$ cat config.mk
export PLATFORM = sky130hd
export DESIGN_NAME = i2c_enable_spike_top
export DESIGN_NICKNAME = d
export VERILOG_FILES = /design/src/i2c_enable_spike_pkg.sv /design/src/spike_suppressor.sv /design/src/i2c_enable_spike_top.sv
export VERILOG_INCLUDE_DIRS = /design/src
export SDC_FILE = /design/constraint.sdc
export NUM_CORES = 1
export LEC_CHECK = 0
export ABC_AREA = 1
export BUFFER_PORTS_ARGS = -buffer_cell sky130_fd_sc_hd__buf_2
export CAP_MARGIN = 20
export CORE_UTILIZATION = 43
export DETAILED_ROUTE_END_ITERATION = 6
export GPL_ROUTABILITY_DRIVEN = 0
export HOLD_SLACK_MARGIN = 0.03
export PLACE_DENSITY = 0.7
export SLEW_MARGIN = 0
export SYNTH_ARGS = -nofsm -noshare
export SYNTH_HDL_FRONTEND = slang
export SYNTH_SLANG_ARGS = --single-unit
$ cat constraint.sdc
create_clock -name clk -period 1.65 [get_ports clk]
set_clock_uncertainty 0.1 [all_clocks]
set_input_delay 0.0825 -clock clk [delete_from_list [all_inputs] [get_ports clk]]
set_output_delay 0.0825 -clock clk [all_outputs]
set_load 0.01 [all_outputs]
$ cat src/i2c_enable_spike_regs.svh
`ifndef I2C_ENABLE_SPIKE_REGS_SVH
`define I2C_ENABLE_SPIKE_REGS_SVH

// Byte addresses on the register port
`define ENABLE_STATE_READBACK_OFS 32'h5000_139c
`define GLITCH_FILTER_WIDTH_OFS 32'h5000_13a0
`define IRQ_STATUS_OFS 32'h5000_13a4
`define IRQ_MASK_OFS 32'h5000_13a8

// Fields of the readback, status and mask registers
`define ACTIVE_BIT 0
`define DISABLE_ABORT_BIT 1
`define RX_LOSS_BIT 2

// Reset values
`define ENABLE_STATE_READBACK_RST 16'h0000
`define GLITCH_FILTER_WIDTH_RST 8'h01
`define IRQ_STATUS_RST 3'h0
`define IRQ_MASK_RST 3'h0

// Spike length limits and bit counts
`define SPIKE_LEN_MIN 8'h01
`define BITS_PER_BYTE 4'h8

`endif

$ cat src/i2c_enable_spike_pkg.sv
package i2c_enable_spike_pkg;

   typedef enum logic [5:0] {
      sIdle = 6'h01,
      sAddr = 6'h02,
      sAddrAck = 6'h04,
      sData = 6'h08,
      sDataAck = 6'h10,
      sSkip = 6'h20
   } slave_state_e;

   typedef struct packed {
      logic sync1;
      logic sync2;
      logic level;
      logic [7:0] cnt;
   } filter_s;

   typedef struct packed {
      slave_state_e state;
      logic enableQ;
      logic pending;
      logic active;
      logic abortFlag;
      logic lossFlag;
      logic [3:0] bitCnt;
      logic [7:0] shiftReg;
      logic rw;
      logic matched;
      logic [7:0] spkLen;
      logic [2:0] irqStatus;
      logic [2:0] irqMask;
      logic irq;
      logic [31:0] rdata;
      logic sdaOe;
      logic sdaLow;
      logic sclPrev;
      logic sdaPrev;
   } ctrl_s;

endpackage : i2c_enable_spike_pkg

$ cat src/spike_suppressor.sv
`timescale 1ns/1ps

module spike_suppressor
   import i2c_enable_spike_pkg::*;
(
   input wire logic clk,
   input wire logic nrst,
   input wire logic lineIn,
   input wire logic [7:0] spkLen,
   output logic lineOut
);

   filter_s q;
   filter_s d;

   always_comb begin
      d = q;
      d.sync1 = lineIn;
      d.sync2 = q.sync1;
      // New level must hold longer than spkLen cycles
      if (q.sync2 == q.level) begin
         d.cnt = 8'h00;
      end else if (q.cnt >= spkLen) begin
         d.level = q.sync2;
         d.cnt = 8'h00;
      end else begin
         d.cnt = q.cnt + 8'h01;
      end
   end

   always_ff @(posedge clk) begin
      if (!nrst) begin
         q <= '0;
         // Idle bus is high
         q.sync1 <= 1'b1;
         q.sync2 <= 1'b1;
         q.level <= 1'b1;
      end else begin
         q <= d;
      end
   end

   assign lineOut = q.level;
endmodule : spike_suppressor

$ cat src/i2c_enable_spike_top.sv
// Overview of operation
// - Disabling during the data phase of an addressed slave-receive sets the receive-loss flag.
// - The receive-loss flag is also set when a STOP ends that transfer before the forced NACK.
// - Disabling while an address byte or slave-receive data arrives sets the disable-abort flag.
// - A set disable-abort flag means the disable fell in an address byte or in slave-receive data, whether the address matched or not.
// - The disable-abort flag is also set when a STOP comes before the forced NACK.
// - Disabling while the bus is idle or carries other traffic past its address byte leaves disable-abort at zero.
// - The active bit always equals the internal enable output of the controller.
// - Pulses on SCL and SDA no longer than the spike length, in clock cycles, are dropped.
// - Writes to the spike length are taken only while the enable control is zero.
// - The spike length never holds less than one; a smaller write stores one.
//
// Decided for this implementation: the strobed register port.
`timescale 1ns/1ps

`include "i2c_enable_spike_regs.svh"

module i2c_enable_spike_top
   import i2c_enable_spike_pkg::*;
(
   input wire logic clk,
   input wire logic nrst,
   input wire logic controllerEnable,
   input wire logic [6:0] ownSlaveAddress,
   input wire logic [31:0] addr,
   input wire logic [31:0] wdata,
   input wire logic wr,
   input wire logic rd,
   output logic [31:0] rdata,
   output logic irq,
   output logic controllerActive,
   input wire logic sclIn,
   input wire logic sdaIn,
   output logic sdaOut,
   output logic sdaOe
);

   ////////////////////////////////////////////////////////////////////////////////
   // Spike suppression on both bus lines

   logic [1:0] rawLines;
   logic [1:0] filtLines;
   logic sclF;
   logic sdaF;

   ctrl_s q;
   ctrl_s d;

   assign rawLines = {sdaIn, sclIn};

   generate
      for (genvar i = 0; i < 2; i++) begin : gLine
         spike_suppressor uFilter (
            .clk(clk),
            .nrst(nrst),
            .lineIn(rawLines[i]),
            .spkLen(q.spkLen),
            .lineOut(filtLines[i])
         );
      end
   endgenerate

   assign sclF = filtLines[0];
   assign sdaF = filtLines[1];

   ////////////////////////////////////////////////////////////////////////////////
   // Bus condition detection

   logic startCond;
   logic stopCond;
   logic sclRise;
   logic sclFall;
   logic disableEv;
   logic enableEv;
   logic addrPhase;
   logic rxData;

   assign startCond = sclF && q.sclPrev && q.sdaPrev && !sdaF;
   assign stopCond = sclF && q.sclPrev && !q.sdaPrev && sdaF;
   assign sclRise = sclF && !q.sclPrev;
   assign sclFall = !sclF && q.sclPrev;
   assign disableEv = q.enableQ && !controllerEnable;
   assign enableEv = !q.enableQ && controllerEnable;
   // Address byte on the wire, matched or not
   assign addrPhase = (q.state == sAddr);
   // Data phase is only reached by an addressed write
   assign rxData = (q.state == sData) || (q.state == sDataAck);

   ////////////////////////////////////////////////////////////////////////////////
   // Next state

   logic [2:0] clrMask;
   logic [2:0] events;

   always_comb begin
      d = q;
      clrMask = 3'h0;
      events = 3'h0;
      d.sclPrev = sclF;
      d.sdaPrev = sdaF;
      d.enableQ = controllerEnable;
      d.rdata = 32'h0000_0000;

      // Slave byte tracker; ACK only while enabled, so disabling forces a NACK
      if (startCond) begin
         d.state = sAddr;
         d.bitCnt = 4'h0;
         d.sdaOe = 1'b0;
      end else if (stopCond) begin
         d.state = sIdle;
         d.sdaOe = 1'b0;
      end else begin
         case (q.state)
            sIdle: begin
               d.state = sIdle;
            end
            sAddr: begin
               if (sclRise && q.bitCnt < `BITS_PER_BYTE) begin
                  d.shiftReg = {q.shiftReg[6:0], sdaF};
                  d.bitCnt = q.bitCnt + 4'h1;
               end else if (sclFall && q.bitCnt == `BITS_PER_BYTE) begin
                  d.state = sAddrAck;
                  d.matched = (q.shiftReg[7:1] == ownSlaveAddress);
                  d.rw = q.shiftReg[0];
                  d.sdaOe = (q.shiftReg[7:1] == ownSlaveAddress) && controllerEnable;
               end
            end
            sAddrAck: begin
               if (sclFall) begin
                  d.sdaOe = 1'b0;
                  d.bitCnt = 4'h0;
                  // Slave transmit data is served elsewhere
                  d.state = (q.matched && !q.rw && controllerEnable) ? sData : sSkip;
               end
            end
            sData: begin
               if (sclRise && q.bitCnt < `BITS_PER_BYTE) begin
                  d.shiftReg = {q.shiftReg[6:0], sdaF};
                  d.bitCnt = q.bitCnt + 4'h1;
               end else if (sclFall && q.bitCnt == `BITS_PER_BYTE) begin
                  d.state = sDataAck;
                  d.sdaOe = controllerEnable;
               end
            end
            sDataAck: begin
               if (sclFall) begin
                  d.sdaOe = 1'b0;
                  d.bitCnt = 4'h0;
                  d.state = controllerEnable ? sData : sSkip;
               end
            end
            sSkip: begin
               d.state = sSkip;
            end
            default: begin
               d.state = sIdle;
               d.sdaOe = 1'b0;
            end
         endcase
      end

      // Aborted transfer ends at its NACK slot or at START/STOP
      if (q.pending && (startCond || stopCond || d.state != q.state)) begin
         d.pending = 1'b0;
      end

      // Flags belong to the last disable; a fresh enable clears them
      if (enableEv) begin
         d.abortFlag = 1'b0;
         d.lossFlag = 1'b0;
         d.pending = 1'b0;
      end else if (disableEv) begin
         if (addrPhase || rxData) begin
            // Set at the disable, so a STOP before the NACK keeps them
            d.abortFlag = 1'b1;
            d.pending = !(startCond || stopCond || d.state != q.state);
         end
         if (rxData) begin
            d.lossFlag = 1'b1;
         end
      end

      d.active = controllerEnable || d.pending;

      // Register writes
      if (wr) begin
         case (addr)
            `GLITCH_FILTER_WIDTH_OFS: begin
               if (!controllerEnable) begin
                  d.spkLen = (wdata[7:0] < `SPIKE_LEN_MIN) ? `SPIKE_LEN_MIN : wdata[7:0];
               end
            end
            `IRQ_STATUS_OFS: begin
               clrMask = wdata[2:0];
            end
            `IRQ_MASK_OFS: begin
               d.irqMask = wdata[2:0];
            end
            default: begin
               clrMask = 3'h0;
            end
         endcase
      end

      // Sticky events; a set in the clearing cycle wins
      events[`ACTIVE_BIT] = q.active && !d.active;
      events[`DISABLE_ABORT_BIT] = d.abortFlag && !q.abortFlag;
      events[`RX_LOSS_BIT] = d.lossFlag && !q.lossFlag;
      d.irqStatus = (q.irqStatus & ~clrMask) | events;
      d.irq = |(d.irqStatus & d.irqMask);

      // Register reads, data valid in the next cycle only
      if (rd) begin
         case (addr)
            `ENABLE_STATE_READBACK_OFS: begin
               d.rdata = {29'h0000_0000, q.lossFlag, q.abortFlag, q.active};
            end
            `GLITCH_FILTER_WIDTH_OFS: begin
               d.rdata = {24'h00_0000, q.spkLen};
            end
            `IRQ_STATUS_OFS: begin
               d.rdata = {29'h0000_0000, q.irqStatus};
            end
            `IRQ_MASK_OFS: begin
               d.rdata = {29'h0000_0000, q.irqMask};
            end
            default: begin
               d.rdata = 32'h0000_0000;
            end
         endcase
      end
   end

   always_ff @(posedge clk) begin
      if (!nrst) begin
         q <= '0;
         q.state <= sIdle;
         q.spkLen <= `GLITCH_FILTER_WIDTH_RST;
         q.irqStatus <= `IRQ_STATUS_RST;
         q.irqMask <= `IRQ_MASK_RST;
         q.sclPrev <= 1'b1;
         q.sdaPrev <= 1'b1;
      end else begin
         q <= d;
      end
   end

   assign rdata = q.rdata;
   assign irq = q.irq;
   assign controllerActive = q.active;
   assign sdaOut = q.sdaLow;
   assign sdaOe = q.sdaOe;
endmodule : i2c_enable_spike_top

# Word level (Yosys, flattened, before mapping)
# Cells that the tools add are included.
# totals
regBits	97
output_inout_bits	36
wordCells	151
# op_classes
addsub	3
magnitude_cmp	4
eq_ne	21
muxes	34
bitwise	12
n_reduce_logical	51
# ops
op	n
$eq A32 B31 Y1 const B	4
$mux W6	10
$pmux W8 S4	1
$pmux W6 S5	1
$logic_and A1 B1 Y1	18
$add A8 B1 Y8 const B	2
$ge A8 B8 Y1	2
$mux W12	1
$mux W3	4
$reduce_or A3 Y1	4
$logic_not A1 Y1	11
$mux W1	11
$lt A8 B1 Y1 const B	1
$mux W8	1
$ne A2 B1 Y1 const B	4
$not A1 Y1	8
$pmux W4 S2	1
$reduce_and A4 Y1	2
$reduce_or A2 Y1	4
$eq A7 B7 Y1	1
$and A3 B3 Y3	2
$eq A6 B1 Y1 const B	1
$eq A6 B2 Y1 const B	1
$eq A6 B3 Y1 const B	1
other kinds (20)	29

# Logic depth before layout (Yosys ltp)
# Gate-level depths: netlist of the first run.
# logic_depth
word_depth	21
mapped_depth	16
ltp_nobuf	16

# By module
# A second synthesis of the first run with hierarchy kept.
# unflattened
cells_unflattened	631
area_unflattened_um2	4408.0
# modules_own_cells
module	n_inst	cells_per_inst	area_each_um2
i2c_enable_spike_top	1	460	3081.7
spike_suppressor (gLine[0].uFilter)	1	86	664.4
spike_suppressor (gLine[1].uFilter)	1	85	661.9

# Worst setup path before layout of the first run
# OpenSTA, ideal clock, no wires.
# synth_path
path_kind	register to register
startpoint	register q[61] in the netlist's numbering
endpoint	register q (netlist bit irq)
setup_time_ns	0.112
t_arrival_ns	1.530
t_required_ns	1.438
slack_ns	-0.093
stages_incl_launch_ff	17
synth_period_minus_slack_ns	1.743
cell_sequence	dfxtp_1 -> inv_1 -> ha_1 -> nand2_1 -> nand3b_1 -> nand2_1 -> nand2_1 -> nand2_1 -> nand3_1 -> nand2_1 -> nand3_1 -> nor2_2 -> nand2_2 -> nand2_2 -> nand2_1 -> nand2_1 -> nand2_1
# synth_between
elab_chain_len	20
word_cells_on_any_way	25
classes_between	order compare: 1; eq/ne: 2; mux: 11; bitwise: 2; reduce/logical: 9
# synth_lines
item	line_no	source
start, declared	i2c_enable_spike_top.sv:46	ctrl_s q;
parallel branches: the longest is 4 deep, another holds $lt A4 B4 Y1	-	
$pmux W6 S5 *	i2c_enable_spike_top.sv:113	case (q.state)
$mux W6 *	i2c_enable_spike_top.sv:109	end else if (stopCond) begin
$mux W6 *	i2c_enable_spike_top.sv:105	if (startCond) begin
$ne A6 B6 Y1 *	i2c_enable_spike_top.sv:163, i2c_enable_spike_top.sv:176	
$logic_or A1 B1 Y1 *	i2c_enable_spike_top.sv:163, i2c_enable_spike_top.sv:176	
$logic_and A1 B1 Y1	i2c_enable_spike_top.sv:163	if (q.pending && (startCond || stopCond || d.state != q.state)) begin
$mux W1	i2c_enable_spike_top.sv:163	
$mux W1	i2c_enable_spike_top.sv:173	if (addrPhase || rxData) begin
$mux W1 *	i2c_enable_spike_top.sv:172	end else if (disableEv) begin
$mux W1 *	i2c_enable_spike_top.sv:168	if (enableEv) begin
$logic_or A1 B1 Y1 *	i2c_enable_spike_top.sv:183	d.active = controllerEnable || d.pending;
$logic_not A1 Y1 *	i2c_enable_spike_top.sv:206	events[`ACTIVE_BIT] = q.active && !d.active;
$logic_and A1 B1 Y1 *	i2c_enable_spike_top.sv:206	
$or A3 B3 Y3 *	i2c_enable_spike_top.sv:209	d.irqStatus = (q.irqStatus & ~clrMask) | events;
$and A3 B3 Y3 *	i2c_enable_spike_top.sv:210	d.irq = |(d.irqStatus & d.irqMask);
$reduce_or A3 Y1 *	i2c_enable_spike_top.sv:210	
# Mark *: on every way between the ends.
# A chain may end at the register's enable or synchronous reset.

# Worst setup path in the final report of the first run
# layout_path
startpoint	register q[62] in the netlist's numbering
endpoint	register q (netlist bit irq)
# The elaborated chain is that of the path after synthesis.

==> results of run 1 <==
[logic make-up after synthesis]
family          count (synthesis)
compound gates                 74
xor+xnor                       14
fa+ha+maj                      20
buf+inv                       131
flops                          73
other cells                     1
simple gates                  276
[final timing paths]
| path | endpoint | slack [ns] | from | depth (start not counted) |
|---|---|---|---|---|
| min | q[69]$_SDFF_PN0_ | 0.06 | controllerEnable | 4 |
| max | irq$_SDFF_PN0_ | -0.31 | q[62]$_SDFFE_PP0P_ | 16 |
| max reg2reg | irq$_SDFF_PN0_ | -0.31 | q[62]$_SDFFE_PP0P_ | 16 |
| min reg2reg | gLine[0].uFilter.q[9]$_SDFF_PN1_ | 0.32 | gLine[0].uFilter.d[9]$_SDFF_PN1_ | 1 |
[cell usage in the layout (no fill, tap or decap), types with 5 or more instances in the layout]
| master | n |
|---|---|
| nor3_1 | 14 |
| nand3_1 | 25 |
| nand2_4 | 5 |
| conb_1 | 25 |
| nand4_1 | 18 |
| ha_1 | 8 |
| or2_2 | 5 |
| clkbuf_8 | 10 |
| o21ai_0 | 12 |
| nand2_2 | 12 |
| dfxtp_2 | 18 |
| nand3_2 | 7 |
| inv_1 | 77 |
| o21ai_1 | 7 |
| dlygate4sd3_1 | 12 |
| ha_4 | 12 |
| a21oi_2 | 7 |
| buf_6 | 8 |
| xnor2_1 | 5 |
| buf_2 | 64 |
| nor2_1 | 58 |
| nor2_2 | 14 |
| o21ai_2 | 5 |
| nor2_4 | 10 |
| buf_4 | 90 |
| xor2_1 | 9 |
| o211ai_1 | 5 |
| a21oi_1 | 23 |
| inv_2 | 12 |
| dfxtp_1 | 51 |
| nand2_1 | 93 |
[routing by layer]
layer  track usage  up-vias  wire, um
met5             0        -         0
met4        0.0959        0       398
met3        0.0460       39       551
met2         0.418      153      6020
met1         0.250     1969      4750
li1              -     2180         -
[worst reg2reg max path: stages, from the launching register on]
cell	delay, ns
dfxtp_2	0.33
inv_2	0.08
ha_4	0.12
nand2_1	0.04
nand3b_1	0.29
nand2_1	0.18
nand2_2	0.08
nand2_1	0.06
nand3_1	0.06
nand2_1	0.08
nand3_2	0.06
nor2_2	0.09
nand2_2	0.07
nand2_2	0.06
nand2_1	0.05
nand2_1	0.06
nand2_1	0.04
[timing repair]
action	CTS	global route
setup buffers	10	15
pin swaps	25	41
hold endpoints to repair	13	0
setup endpoints to repair	36	39
hold buffers	12	0
gates resized for setup	77	64
[stage by stage]
stage / instance area, um2 / cells
after floorplan: 4240 / 613
after global placement: 5030 / 844
final: 6030 / 893
after detailed placement: 5030 / 844
after global routing: 6030 / 893
after CTS: 5700 / 881
[sequential cells by signal, summed over array words and instances, names as in the netlist]
name / cells
rdata: 8
q: 40
gLine.uFilter.d: 2
gLine.uFilter.lineOut: 2
sdaOe: 1
controllerActive: 1
irq: 1
gLine.uFilter.q: 18
[area by class of cell]
| class | count | area, um2 | area share |
|---|---|---|---|
| multi-input cells | 409 | 2610 | 0.433 |
| repair buffers | 174 | 1210 | 0.200 |
| clock buffers | 10 | 138 | 0.0228 |
| well taps | 129 | 161 | 0.0268 |
| inverters | 93 | 359 | 0.0596 |
| clock inverters | 5 | 56.3 | 0.00934 |
| flip-flops and latches | 73 | 1500 | 0.249 |
[report_power, final]
part	switching (mW)	internal, mW	leakage (nW)
sequential	0.0368	1.81	0.599
clock	0.656	0.728	0.0981
combinational	0.421	0.356	2.09
==> summary.md, run 1 <==
| Metric | Value |
|---|---|
| Leak | about 2.8 nW |
| Vias/cell | a little under 5 |
| Detailed Route Iter0 Violations | about 160 |
| Final WS setup | -0.311 ns |
| IO Port Bufs | 64 |
| Largest cells by area after synthesis | dfxtp_1, nand2_1, inv_1 |
| Post-synth EDFFs | 0 |
| Post-synthesis mux area share | 0 |
| Longest Clk Path Bufs | 2 |
| Num Clock Sinks | 73 |
| Worst path max stage delay | ~0.33 ns |
| Number of inserted diodes | 0 |
| Gr ovfl total | 0 |
| Tightest Hold Check Type | in2reg |
| Worst path top cell family by delay | simple AND/OR/NAND/NOR gates |
| Sequential element share of the synthesized area | 0.353 |
| Synth Cell Area | ~4100 um2 |
| Critical path arrival | approximately 2.1 ns |
| Setup violators final | 27 |
| Tot GR Track Use | 0.226 |
| Crit end category | register |
| Die ar. | about 10,000 um2 |
| Via count | roughly 4,300 |
| Status | finished with violations |
| Cells along the critical path | inv_2 > ha_4 > nand2_1 > nand3b_1 > nand2_1 > nand2_2 > nand2_1 > nand3_1 > nand2_1 > nand3_2 > nor2_2 > nand2_2 > nand2_2 > nand2_1 > nand2_1 > nand2_1 |
| Top-count cell post-synth | nand2_1 |
| WL final | roughly 12 mm |
| DR pass1 iterations | 4 |
| Pre-CTS WS | -0.222 ns |
| Worst vdd ir | 526 uV |
| Die H | approximately 100 um |
| WP data required | between 1.5 and 2 ns |
| Chip Width | 100 um |
| DP Wirelength | a little under 8 mm |
| Worst hold slack | around 0.063 ns |
| Crit path max fanout | 6 |
| Post-DRT Antenna Nets | 0 |
| I/O pin count | 114 |
| Largest family of logic cells by synthesized area | simple AND/OR/NAND/NOR gates |
| DR DRC count | 0 |
| First-pass GRT wire length | 17.9 mm |
| Core area | about 9300 um2 |
| Final hold vios | 0 |
| Power Density | approximately 660 nW/um2 |
| Synth warn | 0 |
| # rows | 35 |
| Min cycle time layout | a little under 2 ns |
| Violated checks | setup timing |
| Share of the synthesized area in the top cell type | 0.353 |
| Final core utilization | 0.649 |
| Num CTS Buffers | 9 |
| Post-synthesis compound-gate area fraction | 0.101 |
| Clock root buffer | clkbuf_8 |
| Final worst-path cycle share | 1.19 |
| Synth Register Bits | 73 |
| Fin. max-slew vios | 0 |
| Largest net degree at the start of global routing | 17 |
| Overall power | approximately 4 mW |
| Max cap viols | 0 |
| FFs w/ async S/R, synth | 0 |
| Simple-Gate Fraction of Synth Area | 0.307 |
| CTS tree | yes |
| Adder-Cell Fraction of Synth Area | 0.0604 |
| Initial core utilization | 0.446 |
| NumNets Final | roughly 860 |
| Setup crit start kind | register |
| Post-Syn Instances | 589 |
| Top FF cell, synth | dfxtp_1 |
| Cell repeated most along the worst path | nand2_1 |
| Netlist cell types | 37 |
| Area added between synthesis and finish | 45.4% |
| WL/cell | roughly 13 um |
| Setup CP Type | reg2reg |
| RSZ-0062 raised after global routing | yes |
| Fillers | 764 |
| Post-Syn Area per Cell | ~7 um2 |
| Clk Latency, worst-skew pair | around 0.35 ns |
| Post-synth top cells | nand2_1, inv_1, dfxtp_1, nor2_1, buf_4 |
| Synth area leader | dfxtp_1 |
| WP buf/inv | 1 |
| H-Tree Depth | 3 |
| Clock transition at path regs | 0.08 ns |
| Vias in the first global route | 4,143 |
| Slowest stage cell on the critical path | dfxtp_2 |
| Peak Freq | about 510 MHz |
| Fraction of layout cells with a size suffix above 1 | 0.401 |
| Total Neg Setup Slack | -2.83 ns |
| Initial antenna violation count | 0 |
| Post-Synth XOR/XNOR Area | 0.0296 |
Power figures use the tool's default switching activity.
==> run 2, diff against run 1 <==
--- a/config.mk
+++ b/config.mk
@@ -13,7 +13,7 @@
 export DETAILED_ROUTE_END_ITERATION = 6
 export GPL_ROUTABILITY_DRIVEN = 0
 export HOLD_SLACK_MARGIN = 0.03
-export PLACE_DENSITY = 0.7
+export PLACE_DENSITY = 0.68
 export SLEW_MARGIN = 0
 export SYNTH_ARGS = -nofsm -noshare
 export SYNTH_HDL_FRONTEND = slang
==> constraint.sdc (replaced) <==
create_clock -name clk -period 2.15 [get_ports clk]
set_clock_uncertainty 0.1 [all_clocks]
set_input_delay 0.1075 -clock clk [delete_from_list [all_inputs] [get_ports clk]]
set_output_delay 0.1075 -clock clk [all_outputs]
set_load 0.01 [all_outputs]
==> summary.md, run 2 (synthesis results as in run 1) <==
| Metric | Value |
|---|---|
| Status | finished clean |
| Crit path max fanout | 6 |
| DP Wirelength | about 7 mm |
| Num Clock Sinks | 73 |
| Final worst-path cycle share | 0.919 |
| H-Tree Depth | 3 |
| DR DRC count | 0 |
| Wire length on met3 | about 420 um |
| FF/Latch Area | between 1000 and 1500 um2 |
| Core area | slightly above 9000 um2 |
| WL/cell | approximately 11 um |
| First-pass GRT wire length | ~15 mm |
| Final core utilization | 0.521 |
| Post-DRT Antenna Nets | 0 |
| CTS tree | yes |
| Min cycle time layout | 1.98 ns |
| Most common cell after layout, fill and taps aside | nand2_1 |
| Top reg by flops | q |
| WP data required | 2.30 ns |
| Clock root buffer | clkbuf_8 |
| NumNets Final | between 700 and 800 |
| Setup violators final | 0 |
| Initial core utilization | 0.446 |
| DR pass1 iterations | 5 |
| Wl on met1 | 4.22 mm |
| Setup CP Type | reg2reg |
| Fin cells | between 800 and 900 |
| Fillers | around 930 |
| # rows | 35 |
| Pre-CTS WS | between 0.15 and 0.2 ns |
| Number of inserted diodes | 0 |
| Die ar. | roughly 10,000 um2 |
| Initial antenna violation count | 0 |
| Crit end category | register |
| Leak | around 2.3 nW |
| Tightest Hold Check Type | in2reg |
| Overall power | ~2.9 mW |
| Num CTS Buffers | 9 |
| Final WS setup | around 0.17 ns |
| IO Port Bufs | 64 |
| Detailed Route Iter0 Violations | approximately 150 |
| Final hold vios | 0 |
| WL final | just under 9 mm |
| Total Neg Setup Slack | 0 ns |
| Longest Clk Path Bufs | 2 |
| Multi-input logic area | roughly 2200 um2 |
| Via count | between 3,000 and 4,000 |
| Clk Latency, worst-skew pair | around 0.35 ns |
| Clock transition at path regs | 0.08 ns |
| Met2 wire len | about 4.2 mm |
| RSZ-0062 raised after global routing | yes |
| Inst Count DP | about 770 |
| Chip Width | roughly 100 um |
| Die H | approximately 100 um |
| Most frequent cells in the layout | nand2_1, inv_1, nor2_1, dfxtp_1, buf_2 |
| Max cap viols | 0 |
| Highest Signal Layer | met4 |
| Peak Freq | a little over 500 MHz |
| Setup crit start kind | register |
| Max FFs per register | 40 |
| Worst vdd ir | between 300 and 400 uV |
| Fin. max-slew vios | 0 |
| I/O pin count | approximately 110 |
| Tot GR Track Use | 0.187 |
| Largest net degree at the start of global routing | 22 |
| Fraction of layout cells with a size suffix above 1 | 0.180 |
| Area added between synthesis and finish | 16.7% |
| Power Density | 609 nW/um2 |
| Gr ovfl total | 0 |
| Critical path arrival | 2.12 ns |
| Vias in the first global route | between 3,000 and 4,000 |
| Vias/cell | ~4.7 |
## run 2: cell types whose count changed in the layout (fill, tap and decap cells not counted), moves of 8 or more
cell	change
a21oi_1	+9
buf_4	-83
buf_6	-8
dfxtp_1	+22
dfxtp_2	-18
ha_1	+12
ha_4	-12
inv_1	+11
nand2_1	+11
nor2_1	+15
nor2_4	-9
o21ai_0	+10
## run 2: final cells by class
cell class                      count  share of cell area
Multi-Input combinational cell    409               0.446
Sequential cell                    73               0.302
Timing Repair Buffer               83               0.102
Inverter                           93              0.0721
Clock buffer                       12              0.0341
Tap cell                          129              0.0334
Clock inverter                      4              0.0103
## run 2: critical path: stages, from the launching register on
cell and delay [ns]:
dfxtp_1 0.33, inv_1 0.09, ha_1 0.14, nand2_1 0.04
nand3b_1 0.29, nand2_1 0.12, nand2_1 0.07, nand2_1 0.06
nand3_1 0.06, nand2_1 0.06, nand3_1 0.08, nor2_2 0.12
nand2_2 0.08, nand2_2 0.07, nand2_1 0.05, nand2_1 0.06
nand2_1 0.04
## run 2: metal layers
layer | vias up | GRT usage
met2 | 101 | 0.323
met1 | 1684 | 0.227
met3 | 11 | 0.0501
met5 | - | 0
met4 | 0 | 0.0513
li1 | 1997 | -
## run 2: worst paths after layout
check                                        start                                to  slack (ns)  depth (start not counted)
setup / recovery                q[62]$_SDFFE_PP0P_                    irq$_SDFF_PN0_        0.17                         16
setup reg to reg                q[62]$_SDFFE_PP0P_                    irq$_SDFF_PN0_        0.17                         16
hold / removal                                nrst                   q[0]$_SDFF_PN1_        0.07                          3
hold reg to reg   gLine[0].uFilter.d[9]$_SDFF_PN1_  gLine[0].uFilter.q[9]$_SDFF_PN1_        0.32                          1
## run 2: through the flow
step / hold slack, ns / instance area, um2
2_1_floorplan: 0.114 / 4240
3_3_place_gp: 0.199 / 4470
3_5_place_dp: 0.201 / 4470
4_1_cts: 0.0498 / 4810
5_1_grt: 0.0568 / 4840
6_report: 0.0661 / 4840
## run 2: repair_timing
item,in CTS,in global routing
buffers inserted,0,4
gates resized for setup,0,0
endpoints found under the hold margin,14,0
hold buffers,12,0
endpoints found under the setup margin,0,4
## run 2: power breakdown
group / leakage [nW] / switching, mW / internal (mW) / total (mW)
Combinational: 1.57 / 0.243 / 0.145 / 0.388
Clock: 0.105 / 0.511 / 0.629 / 1.14
Sequential: 0.591 / 0.0307 / 1.39 / 1.42
Total: 2.27 / 0.785 / 2.16 / 2.95
